<file path="src/common/lpss_pkg.sv">
// Package of states, widths and timing constants for the low power state sequencer.
package lpss_pkg;

   // ****************************************
   // Power states
   // ****************************************
   typedef enum logic [2:0] {
      LPSS_OFF,
      LPSS_DEEP_SLEEP,
      LPSS_SLEEP,
      LPSS_WAKEUP,
      LPSS_ON
   } lpss_state_e;

   // Requested low-power mode when software asks to sleep.
   typedef enum logic [1:0] {
      LPSS_MODE_ACTIVE,
      LPSS_MODE_SLEEP,
      LPSS_MODE_DEEP
   } lpss_mode_e;

   // ****************************************
   // Widths and reset values
   // ****************************************
   localparam int unsigned LPSS_NUM_BLOCKS   = 8;
   localparam int unsigned LPSS_NUM_WAKE     = 4;
   localparam int unsigned LPSS_RET_WORDS    = 4;
   localparam int unsigned LPSS_RET_WIDTH    = 32;
   localparam int unsigned LPSS_RET_AW       = 2;
   localparam int unsigned LPSS_RTC_WIDTH    = 32;

   localparam logic [7:0]  LPSS_CLK_EN_RST   = 8'h00;
   localparam logic [31:0] LPSS_RET_RST      = 32'h0000_0000;
   localparam logic [31:0] LPSS_RTC_RST      = 32'h0000_0000;

   // Wake source bit positions.
   localparam int unsigned LPSS_WAKE_MAC     = 0;
   localparam int unsigned LPSS_WAKE_HOST    = 1;
   localparam int unsigned LPSS_WAKE_RTC     = 2;
   localparam int unsigned LPSS_WAKE_EXT     = 3;

   // ****************************************
   // Timing
   // ****************************************
   localparam int unsigned LPSS_CLK_PERIOD_NS = 100;
   // Pulse width on the deep sleep wake pin, long enough to reset the chip.
   localparam int unsigned LPSS_WAKE_PULSE_NS = 1000;
   localparam int unsigned LPSS_WAKE_PULSE_CYC =
      (LPSS_WAKE_PULSE_NS + LPSS_CLK_PERIOD_NS - 1) / LPSS_CLK_PERIOD_NS;
   localparam logic [3:0]  LPSS_WAKE_PULSE_CNT = 4'(LPSS_WAKE_PULSE_CYC);

endpackage : lpss_pkg

</file>
<file path="src/common/lpss_ret_if.sv">
// Interface carrying accesses to the retention memory.
`timescale 1ns/10ps
interface lpss_ret_if;
   logic        wr_en;
   logic [1:0]  addr;
   logic [31:0] wdata;
   logic [31:0] rdata;
   logic        clear;

   modport seq (output wr_en, output addr, output wdata, output clear, input rdata);
   modport mem (input wr_en, input addr, input wdata, input clear, output rdata);
endinterface : lpss_ret_if

</file>
<file path="src/hw/lpss_seq.sv">
// Top of the low power state sequencer.
// Contract
// Three low-power modes, active, sleep and deep sleep, exist beside the unpowered Off state.
// While chip enable is low the sequencer is Off, the always-on domain is disabled and all state is cleared.
// In deep sleep only the always-on domain is powered.
// The always-on timer keeps counting in deep sleep.
// The retention memory keeps its contents through deep sleep; a deep sleep timer wake pulses the external reset, which clears it.
// In Sleep only the always-on domain runs and the crystal enable is low.
// A wake event from MAC, host, timer or external line moves a sleep state to Wakeup.
// Wakeup enables the crystal and PLLs and then moves to the powered state.
// In On the fast clock runs and reaches only blocks whose enable bit is set.
// The processor clock is gated off while it waits for an interrupt in On.
// When the chip powers down, pad output enables may be held low.
// The board ties the deep sleep wake pin to the external reset input.
// The external reset input is active low and resets the chip.
// On is entered only after crystal and PLLs are stable, and a low chip enable forces Off from any state.
`timescale 1ns/10ps
module lpss_seq (
   input  wire logic        ref_clk,
   input  wire logic        rst,
   input  wire logic        chip_power_enable_pin,
   input  wire logic        external_reset_n,
   input  wire logic [1:0]  sleep_mode_req,
   input  wire logic        sleep_req,
   input  wire logic [3:0]  wake_event,
   input  wire logic [31:0] rtc_alarm,
   input  wire logic        xtal_stable,
   input  wire logic        pll_stable,
   input  wire logic [7:0]  clk_ctrl,
   input  wire logic        clk_ctrl_wr,
   input  wire logic        wait_for_irq_instruction,
   input  wire logic        cpu_irq,
   input  wire logic        pad_hold_cfg,
   input  wire logic        ret_wr_en,
   input  wire logic [1:0]  ret_addr,
   input  wire logic [31:0] ret_wdata,
   output logic [31:0]      ret_rdata,
   output logic [2:0]       power_state,
   output logic             rtc_domain_en,
   output logic             rtc_clk_en,
   output logic             main_power_en,
   output logic             xtal_en,
   output logic             pll_en,
   output logic [7:0]       block_clk_en,
   output logic             cpu_clk_en,
   output logic             pad_oe_hold_low,
   output logic             deep_sleep_wake_pin_o,
   output logic             deep_sleep_wake_pin_oe,
   output logic [31:0]      rtc_count
);

   // ****************************************
   // Reset and wake decode
   // ****************************************
   lpss_pkg::lpss_state_e state_q;
   lpss_pkg::lpss_state_e state_d;
   logic [7:0]  clk_en_q;
   logic [31:0] rtc_q;
   logic        hold_cfg_q;
   logic        wfi_q;
   logic [3:0]  pulse_q;
   logic        rtc_ram_hit_q;

   // Both the pin and the internal reset clear state, clock mask and retention memory; the pin leaves the timer and wake pulse running.
   wire chip_reset   = rst | ~external_reset_n;
   wire chip_off     = ~chip_power_enable_pin;
   wire any_wake     = |wake_event | rtc_ram_hit_q;
   wire clocks_ready = xtal_stable & pll_stable;
   wire rtc_hit      = (rtc_q == rtc_alarm);
   wire in_sleep     = (state_q == lpss_pkg::LPSS_SLEEP) | (state_q == lpss_pkg::LPSS_DEEP_SLEEP);

   // ****************************************
   // State machine
   // ****************************************
   always_comb begin
      state_d = state_q;
      case (state_q)
         lpss_pkg::LPSS_OFF: begin
            state_d = lpss_pkg::LPSS_WAKEUP;
         end
         lpss_pkg::LPSS_WAKEUP: begin
            if (clocks_ready) begin
               state_d = lpss_pkg::LPSS_ON;
            end
         end
         lpss_pkg::LPSS_ON: begin
            if (sleep_req && sleep_mode_req == lpss_pkg::LPSS_MODE_SLEEP) begin
               state_d = lpss_pkg::LPSS_SLEEP;
            end else if (sleep_req && sleep_mode_req == lpss_pkg::LPSS_MODE_DEEP) begin
               state_d = lpss_pkg::LPSS_DEEP_SLEEP;
            end
         end
         lpss_pkg::LPSS_SLEEP, lpss_pkg::LPSS_DEEP_SLEEP: begin
            if (any_wake) begin
               state_d = lpss_pkg::LPSS_WAKEUP;
            end
         end
         default: begin
            state_d = lpss_pkg::LPSS_OFF;
         end
      endcase
      if (chip_off) begin
         state_d = lpss_pkg::LPSS_OFF;
      end
   end

   always_ff @(posedge ref_clk or posedge rst) begin
      if (rst) begin
         state_q <= lpss_pkg::LPSS_OFF;
      end else if (~external_reset_n) begin
         state_q <= lpss_pkg::LPSS_OFF;
      end else begin
         state_q <= state_d;
      end
   end

   // ****************************************
   // Clock control, pad hold and processor gating
   // ****************************************
   always_ff @(posedge ref_clk or posedge rst) begin
      if (rst) begin
         clk_en_q   <= lpss_pkg::LPSS_CLK_EN_RST;
         hold_cfg_q <= 1'b0;
         wfi_q      <= 1'b0;
      end else if (chip_reset || chip_off) begin
         clk_en_q   <= lpss_pkg::LPSS_CLK_EN_RST;
         hold_cfg_q <= 1'b0;
         wfi_q      <= 1'b0;
      end else begin
         if (clk_ctrl_wr) begin
            clk_en_q <= clk_ctrl;
         end
         hold_cfg_q <= pad_hold_cfg;
         // An interrupt wins over a new wait so the processor never stalls on a pending request.
         if (state_q != lpss_pkg::LPSS_ON || cpu_irq) begin
            wfi_q <= 1'b0;
         end else if (wait_for_irq_instruction) begin
            wfi_q <= 1'b1;
         end
      end
   end

   // ****************************************
   // Always-on timer and wake pin pulse
   // ****************************************
   always_ff @(posedge ref_clk or posedge rst) begin
      if (rst) begin
         rtc_q         <= lpss_pkg::LPSS_RTC_RST;
         pulse_q       <= 4'h0;
         rtc_ram_hit_q <= 1'b0;
      end else if (chip_off) begin
         rtc_q         <= lpss_pkg::LPSS_RTC_RST;
         pulse_q       <= 4'h0;
         rtc_ram_hit_q <= 1'b0;
      end else begin
         // Counts in every powered state, deep sleep included.
         rtc_q         <= rtc_q + 32'h0000_0001;
         rtc_ram_hit_q <= rtc_hit & in_sleep;
         if (state_q == lpss_pkg::LPSS_DEEP_SLEEP && rtc_hit) begin
            pulse_q <= lpss_pkg::LPSS_WAKE_PULSE_CNT;
         end else if (pulse_q != 4'h0) begin
            pulse_q <= pulse_q - 4'h1;
         end
      end
   end

   // ****************************************
   // Retention memory
   // ****************************************
   lpss_ret_if ret_bus ();

   assign ret_bus.wr_en = ret_wr_en & (state_q == lpss_pkg::LPSS_ON);
   assign ret_bus.addr  = ret_addr;
   assign ret_bus.wdata = ret_wdata;
   assign ret_bus.clear = chip_off | ~external_reset_n;

   lpss_ret_mem lpss_ret_mem_i (
      .ref_clk (ref_clk),
      .rst     (rst),
      .ret     (ret_bus.mem)
   );

   // ****************************************
   // Outputs
   // ****************************************
   wire st_on     = (state_q == lpss_pkg::LPSS_ON);
   wire st_wakeup = (state_q == lpss_pkg::LPSS_WAKEUP);
   wire st_off    = (state_q == lpss_pkg::LPSS_OFF);
   wire st_down   = st_off | (state_q == lpss_pkg::LPSS_DEEP_SLEEP);

   assign ret_rdata              = ret_bus.rdata;
   assign power_state            = state_q;
   assign rtc_domain_en          = ~st_off;
   assign rtc_clk_en             = ~st_off;
   assign main_power_en          = ~st_down;
   assign xtal_en                = st_on | st_wakeup;
   assign pll_en                 = st_on | st_wakeup;
   assign block_clk_en           = st_on ? clk_en_q : 8'h00;
   assign cpu_clk_en             = st_on & ~wfi_q;
   assign pad_oe_hold_low        = hold_cfg_q & ~main_power_en;
   assign deep_sleep_wake_pin_o  = 1'b0;
   assign deep_sleep_wake_pin_oe = (pulse_q != 4'h0);
   assign rtc_count              = rtc_q;

   // ****************************************
   // Checks
   // ****************************************
   chk_off_forced: assert property (@(posedge ref_clk) disable iff (rst)
      chip_off |=> (state_q == lpss_pkg::LPSS_OFF))
      else $error("Low chip enable did not force Off.");
   chk_off_clear: assert property (@(posedge ref_clk) disable iff (rst)
      chip_off |=> (rtc_q == 32'h0) && !rtc_domain_en)
      else $error("Off state did not clear the always-on domain.");
   chk_deep_power: assert property (@(posedge ref_clk) disable iff (rst)
      (state_q == lpss_pkg::LPSS_DEEP_SLEEP) |-> !main_power_en && rtc_domain_en)
      else $error("Deep sleep powers more than the always-on domain.");
   chk_rtc_counts: assert property (@(posedge ref_clk) disable iff (rst)
      ((state_q == lpss_pkg::LPSS_DEEP_SLEEP) && !chip_off) |=> (rtc_q == $past(rtc_q) + 32'h1))
      else $error("Timer stopped in deep sleep.");
   chk_sleep_xtal: assert property (@(posedge ref_clk) disable iff (rst)
      in_sleep |-> !xtal_en && !pll_en && block_clk_en == 8'h00)
      else $error("Crystal enabled in a sleep state.");
   chk_wake_move: assert property (@(posedge ref_clk) disable iff (rst)
      (in_sleep && |wake_event && !chip_off && external_reset_n) |=> st_wakeup)
      else $error("Wake event did not reach Wakeup.");
   chk_on_ready: assert property (@(posedge ref_clk) disable iff (rst)
      (st_wakeup && !clocks_ready) |=> !st_on)
      else $error("On entered before clocks were stable.");
   chk_wakeup_clk: assert property (@(posedge ref_clk) disable iff (rst)
      st_wakeup |-> xtal_en && pll_en)
      else $error("Wakeup did not enable crystal and PLLs.");
   chk_block_gate: assert property (@(posedge ref_clk) disable iff (rst)
      (st_on && clk_ctrl_wr && !chip_off && external_reset_n && state_d == lpss_pkg::LPSS_ON)
      |=> block_clk_en == $past(clk_ctrl))
      else $error("Block clocks do not follow clock control.");
   chk_cpu_gate: assert property (@(posedge ref_clk) disable iff (rst)
      (st_on && wait_for_irq_instruction && !cpu_irq && !chip_off && external_reset_n && state_d == lpss_pkg::LPSS_ON)
      |=> !cpu_clk_en)
      else $error("Processor clock not gated on wait.");
   chk_ext_reset: assert property (@(posedge ref_clk) disable iff (rst)
      !external_reset_n |=> st_off)
      else $error("External reset did not reset the sequencer.");
   chk_pad_hold: assert property (@(posedge ref_clk) disable iff (rst)
      (pad_hold_cfg && !chip_reset && !chip_off) |=> (pad_oe_hold_low == st_down))
      else $error("Pad enables not held low at power down.");

endmodule : lpss_seq

</file>
<file path="src/hw/lpss_ret_mem.sv">
// Retention memory of the always-on domain.
`timescale 1ns/10ps
module lpss_ret_mem (
   input  wire logic ref_clk,
   input  wire logic rst,
   lpss_ret_if.mem   ret
);
   logic [31:0] mem_q [lpss_pkg::LPSS_RET_WORDS];
   logic [31:0] rdata_q;

   // Contents are only lost on reset or a low chip enable, never on sleep.
   always_ff @(posedge ref_clk or posedge rst) begin
      if (rst) begin
         for (int i = 0; i < lpss_pkg::LPSS_RET_WORDS; i++) begin
            mem_q[i] <= lpss_pkg::LPSS_RET_RST;
         end
         rdata_q <= lpss_pkg::LPSS_RET_RST;
      end else if (ret.clear) begin
         for (int i = 0; i < lpss_pkg::LPSS_RET_WORDS; i++) begin
            mem_q[i] <= lpss_pkg::LPSS_RET_RST;
         end
         rdata_q <= lpss_pkg::LPSS_RET_RST;
      end else begin
         if (ret.wr_en) begin
            mem_q[ret.addr] <= ret.wdata;
         end
         rdata_q <= mem_q[ret.addr];
      end
   end

   assign ret.rdata = rdata_q;
endmodule : lpss_ret_mem

</file>
<file path="config.mk">
export PLATFORM = sky130hd
export DESIGN_NAME = lpss_seq
export DESIGN_NICKNAME = d
export VERILOG_FILES = /design/src/common/lpss_pkg.sv /design/src/common/lpss_ret_if.sv /design/src/hw/lpss_seq.sv /design/src/hw/lpss_ret_mem.sv
export SDC_FILE = /design/constraint.sdc
export NUM_CORES = 1
export LEC_CHECK = 0
export ABC_CLOCK_PERIOD_IN_PS = 7900
export BUFFER_PORTS_ARGS = -buffer_cell sky130_fd_sc_hd__buf_4
export CAP_MARGIN = 25
export CORE_UTILIZATION = 26
export DETAILED_ROUTE_END_ITERATION = 16
export GPL_TIMING_DRIVEN = 0
export PLACE_DENSITY = 0.39
export SLEW_MARGIN = 15
export SYNTH_ARGS = -nofsm -noshare
export SYNTH_HDL_FRONTEND = slang
export SYNTH_SLANG_ARGS = --single-unit
</file>
<file path="constraint.sdc">
create_clock -name ref_clk -period 7.9 [get_ports ref_clk]
set_clock_uncertainty 0.2 [all_clocks]
set_input_delay 0.79 -clock ref_clk [delete_from_list [all_inputs] [get_ports ref_clk]]
set_output_delay 0.79 -clock ref_clk [all_outputs]
set_load 0.005 [all_outputs]
</file>
### Word level (Yosys, flattened, before mapping)

Cells that the tools add are included.

* add/sub/neg operators: 2
* $lt $le $gt $ge: 2
* equal/unequal tests: 12
* muxes and demuxes: 28
* bitwise gates (word level): 17
* reductions and logical operators: 14

Operators by type and width (count)
* $mux W128: 2
* $mux W32: 5
* $bwmux W128: 1
* $bmux W32 S2: 1
* $demux W32 S2: 1
* $add A32 B1 Y32 const B: 1
* $eq A32 B32 Y1: 1
* $mux W8: 3
* $mux W3: 6
* $mux W4: 3
* $pmux W3 S4: 1
* $ne A4 B4 Y1 const B: 2
* $eq A3 B2 Y1 const B: 2
* $or A1 B1 Y1: 6
* $and A1 B1 Y1: 5
* $mux W1: 5
* $ne A5 B3 Y1 const B: 1
* $not A1 Y1: 5
* $logic_and A1 B1 Y1: 4
* $reduce_bool A2 Y1: 2
* $reduce_bool A4 Y1: 1
* $reduce_or A4 Y1: 1
* $sub A4 B1 Y4 const B: 1
* $eq A3 B1 Y1 const B: 1
* 13 further kinds: 14

* register bits: 210
* bits of input ports: 92
* output and inout bits: 84
* word-level logic and storage cells: 87

### Depth between registers and ports, before layout

* depth in word-level cells: 8
* gate-level depth with buffers: 7
* gate-level depth less buffers: 6

### Modules after synthesis

From an unflattened synthesis, not the netlist that was laid out.

* cell total of the unflattened synthesis: 931
* area total of the unflattened synthesis: 10508.8 um^2

Modules (own cells, without submodules)
* lpss_ret_mem: instances 1, cells each 601, area each 7488.4 um^2, sequential area each 4003.8 um^2
* lpss_seq: instances 1, cells each 330, area each 3020.4 um^2, sequential area each 1251.2 um^2

### Least setup slack after synthesis

No wires, ideal clock.

* path kind: in2reg
* from: input rst
* to: register wfi_q
* setup time: 0.122 ns
* data arrival time: 6.667 ns
* data required time: 7.578 ns
* setup slack: 0.910 ns
* cell stages on the path: 3
* buffers on the path: 0
* path through: inv_1 > nand3_1 > nor4_1

* cells in the longest elaborated chain, start to end: 3
* elaborated cells on any way between the ends: 4
* those cells by class: mux: 1; bitwise: 1; reduce/logical: 2

RTL lines
* start, declared: line lpss_seq.sv:20 `input wire logic rst,`
* $or A1 B1 Y1 (*): line lpss_seq.sv:65 `wire chip_reset = rst | ~external_reset_n;`
* $logic_or A1 B1 Y1 (*): line lpss_seq.sv:125 `end else if (chip_reset || chip_off) begin`
* $reduce_bool A3 Y1 (no line) or $mux W1 (tied branches)
* end signal, assigned: line lpss_seq.sv:124 `wfi_q <= 1'b0;`
* end signal, assigned: line lpss_seq.sv:128 `wfi_q <= 1'b0;`
* end signal, assigned: line lpss_seq.sv:136 `wfi_q <= 1'b0;`
* end, declared: line lpss_seq.sv:60 `logic wfi_q;`

Mark *: on every way between the ends. The rest lies on a longest branch, timed or not.
A chain may end at the register's enable or synchronous reset.

### Worst setup path in the final report

* from: register state_q[0] (netlist: power_state[0])
* to: output block_clk_en[2]

* cells in the longest elaborated chain, start to end: 2

RTL lines
* start, declared: line lpss_seq.sv:55 `lpss_pkg::lpss_state_e state_q;`
* start signal, assigned: line lpss_seq.sv:109 `state_q <= lpss_pkg::LPSS_OFF;`
* start signal, assigned: line lpss_seq.sv:111 `state_q <= lpss_pkg::LPSS_OFF;`
* start signal, assigned: line lpss_seq.sv:113 `state_q <= state_d;`
* $eq A3 B3 Y1: line lpss_seq.sv:186 `wire st_on = (state_q == lpss_pkg::LPSS_ON);`
* $mux W8: line lpss_seq.sv:198 `assign block_clk_en = st_on ? clk_en_q : 8'h00;`
* end, declared: line lpss_seq.sv:44 `output logic [7:0] block_clk_en,`

Every way passes these cells.

==> run_results.csv <==
group,metric,value,unit
yosys,synth_enable_flop_cells,0,
pwr,post-layout-total-power,2.56,mW
pwr,power_per_cell_area,200,nW/um^2
clock_tree,cts_inserted_buffers,26,
pwr,vdd_drop_max,0.000131,V
timing,min_period_over_period,0.389,
setup_path,r2r_end,"lpss_ret_mem_i.mem_q[24]",
route,drt_total_wl,33.1,mm
setup_path,rr_startpoint,"power_state[0]",
floorplan,core,37600,sq um
clock_tree,cts_tree,"yes",
route,avgRoutedWirePerCell,19.2,um
timing,period_needed,3080,ps
floorplan,fp.dieArea,38800,sq um
floorplan,dieHeight,197,um
pwr,power_leakage,5.58,nW
yosys,mappedNetlistNets,1090,
route,1st_pass_router_iterations,5,
clock_tree,postCtsSetupBuffers,0,
finish,fraction_of_layout_instances_using_a_drive_strength_above_1,0.247,
timing,setup_viol,0,
setup_path,worstRegToRegCells,7,
timing,post-route-worst-setup-slack,4820,ps
setup_path,critical_path.top_delay_family,"buffers and inverters",
setup_path,critPathMaxStageDelay,420,ps
finish,postLayoutCoreUtil,0.340,
yosys,synthDominantCellAreaShare,0.532,
yosys,fraction_of_synthesis_flops_using_an_asynchronous_set_or_reset_pin,1.00,
clock_tree,cts_sinks,210,
yosys,syn_avg_cell_area,9.93,sq um
timing,slew_viol_final,0,
setup_path,critical_path.startpoint_type,"flip-flop",
grt,grt_pass1_vias,8043,
timing,unrepaired_setup_endpoints_after_global_routing,"no",
setup_path,timing.critical_path.cells,"buf_2 -> nor3b_1 -> clkbuf_1 -> and2_1 -> buf_4",
clock_tree,path_clk_slew,60,ps
grt,grt_max_degree,77,
job,max_cap_violations,0,
grt,grt_first_pass_wirelength,50.3,mm
finish,final_cell_count_no_fill,1729,
finish,area_growth_syn_to_layout,29.4,%
route,route.detailed.drc,0,
floorplan,ioPinCount,176,
clock_tree,clockRootBuffer,"clkbuf_16",
setup_path,crit_type,"reg2out",
clock_tree,hold_buffers,0,
yosys,synth_largest_area_cell,"dfrtp_1",
placement,portBuffers,172,
route,via_per_inst,4.59,
yosys,synth_cell_type_count,42,
yosys,synth_area_leaders,"dfrtp_1, nand2_1, a21oi_1",
floorplan,fp.dieW,197,um
setup_path,cpMaxStageDelayCell,"clkbuf_1",
grt,grt_use_total,0.171,
setup_path,timing.critical_path.arrival,2090,ps
timing,final.setup.tns,0,ps
route,antenna_left,0,
finish,design.final.nets,1292,
timing,final_hold_viol_count,0,
clock_tree,cts_max_path_buffers,3,
route,total_number_of_vias,7930,
floorplan,floorplan.initialDensity,0.263,
placement,routabilityCongestion,0.755,
placement,placedCellCount,1681,
setup_path,reg2reg_setup_slack,5320,ps
clock_tree,clk_latency,540,ps
yosys,synth_top_flop_cell,"dfrtp_1",
setup_path,worstPathMaxFanout,10,
clock_tree,cts.repair.resized,0,
worst_hold_path,min_path_type,"in2async",
yosys,ys_ff_latch,210,
grt,gr-total-overflow,0,
yosys,synthesis.instances,996,
route,initial_drc_count,374,
clock_tree,cts_max_level,1,
yosys,synthesis.yosys.warnings,0,
timing,worst_slew_margin_rel,0.486,
setup_path,endpoint_kind,"output port",
floorplan,core.rowCount,71,
yosys,synth_seq_area_share,0.532,
setup_path,path_depth,5,
timing,worst_slew_pin_slew,772,ps
placement,hpwlAfterDp,22.3,mm
timing,max_frequency,325,MHz
grt,initial_antenna_violation_count,1,
run_status,status,"completed",
setup_path,worst-path-buf-inv,3,
placement,place_worst_setup_slack,4800,ps
yosys,synthesis.area,9890,sq um
setup_path,required_time_of_the_critical_path,6910,ps
## cell type report
type / instances / area (sq um)
Clock inverter: 6 / 91.3
Sequential cell: 210 / 5260
Inverter: 10 / 45.0
Tap cell: 511 / 639
Timing Repair Buffer: 174 / 1350
Antenna cell: 1 / 2.50
Multi-Input combinational cell: 702 / 4230
Fill cell: 3872 / 24800
Clock buffer: 41 / 817
Buffer: 74 / 360
## sequential cells by signal, indices dropped and copies added, names as in the netlist
register and count:
rtc_count 32, hold_cfg_q 1, pulse_q 4, wfi_q 1
clk_en_q 8, power_state 3, lpss_ret_mem_i.mem_q 128, rtc_ram_hit_q 1
lpss_ret_mem_i.ret.rdata 32
## layer usage
metal	wire [um]	global-route usage	part of all wire	vias up
met5	0	0	0	-
met4	539	0.0411	0.016	0
met3	1700	0.0267	0.051	35
met2	15800	0.284	0.48	220
met1	15100	0.234	0.46	3883
li1	-	-	-	3792
## power by group
group / switching (mW) / internal [mW]
Combinational: 0.119 / 0.0847
Clock: 0.487 / 0.771
Sequential: 0.00943 / 1.09
Total: 0.615 / 1.94
## layout by cell type (no fill, tap or decap), drive strengths merged, types with 3 or more instances in the layout
cell type and n:
nand4 14, dfrtp 210, and2 11, inv 10
o31ai 14, clkinv 4, buf 217, a21oi 147
clkbuf 72, nor2 29, nor3b 5, nor3 6
mux2i 10, or3 8, and3 3, xor2 41
mux4 32, nor2b 32, o21ai 6, and4 8
or4 12, nand2 274, nand3 16, xnor2 8
nor4 11
## cells in the mapped netlist (2+ instances only)
cell type / n
and4_4: 2
and2_1: 11
o21ai_0: 3
nand2_1: 274
clkbuf_1: 31
a31oi_1: 2
xnor2_1: 8
a21o_1: 2
nor4_1: 11
nand3_1: 16
and3_1: 3
or3_1: 8
or4_1: 12
ha_1: 2
buf_6: 3
mux4_2: 32
or3b_1: 2
dfrtp_1: 210
buf_2: 36
nor2b_1: 32
o31ai_1: 14
nand4b_1: 2
nand4_1: 11
nor3_1: 5
nor2_1: 29
a21oi_1: 147
inv_1: 10
nor3b_1: 3
xor2_1: 41
nor3b_2: 2
buf_4: 4
and4_1: 6
mux2i_1: 10
nand4_2: 2
o21ai_1: 3
## how the worst max path moves through the flow
stage | from | endpoint
after floorplan | rst | wfi_q
after global placement | rst | wfi_q
after detailed placement | chip_power_enable_pin | lpss_ret_mem_i.mem_q[80]
after CTS | power_state[0] | block_clk_en[2]
after global routing | power_state[0] | block_clk_en[2]
final | power_state[0] | block_clk_en[2]
## cells by family (layout without fill, tap and decap cells)
group | after synthesis | count (layout) | share of synthesized area
AOI/OAI and AO/OA | 172 | 172 | 0.0918
buffers and inverters | 84 | 305 | 0.0402
muxes | 42 | 42 | 0.0830
DFF | 210 | 210 | 0.532
xor gates and xnor gates | 49 | 49 | 0.0434
other | 1 | 2 | 0.000379
and+or+nand+nor | 436 | 436 | 0.207
adders and majority gates | 2 | 2 | 0.00253
## through the flow
step	cell area [sq um]	hold slack, ps
6_report	12800	99.9
4_1_cts	12800	131
2_1_floorplan	9890	278
3_5_place_dp	11900	307
5_1_grt	12800	148
3_3_place_gp	11800	298
## worst register-to-register path, cell delays in order, from the launching register on
cell	delay (ps)
dfrtp_1	390
buf_2	190
nor3b_1	240
clkbuf_1	420
nand4_1	370
clkbuf_1	400
nand2_1	160
a21oi_1	70
Note: power is estimated with default switching activity, not from simulation.
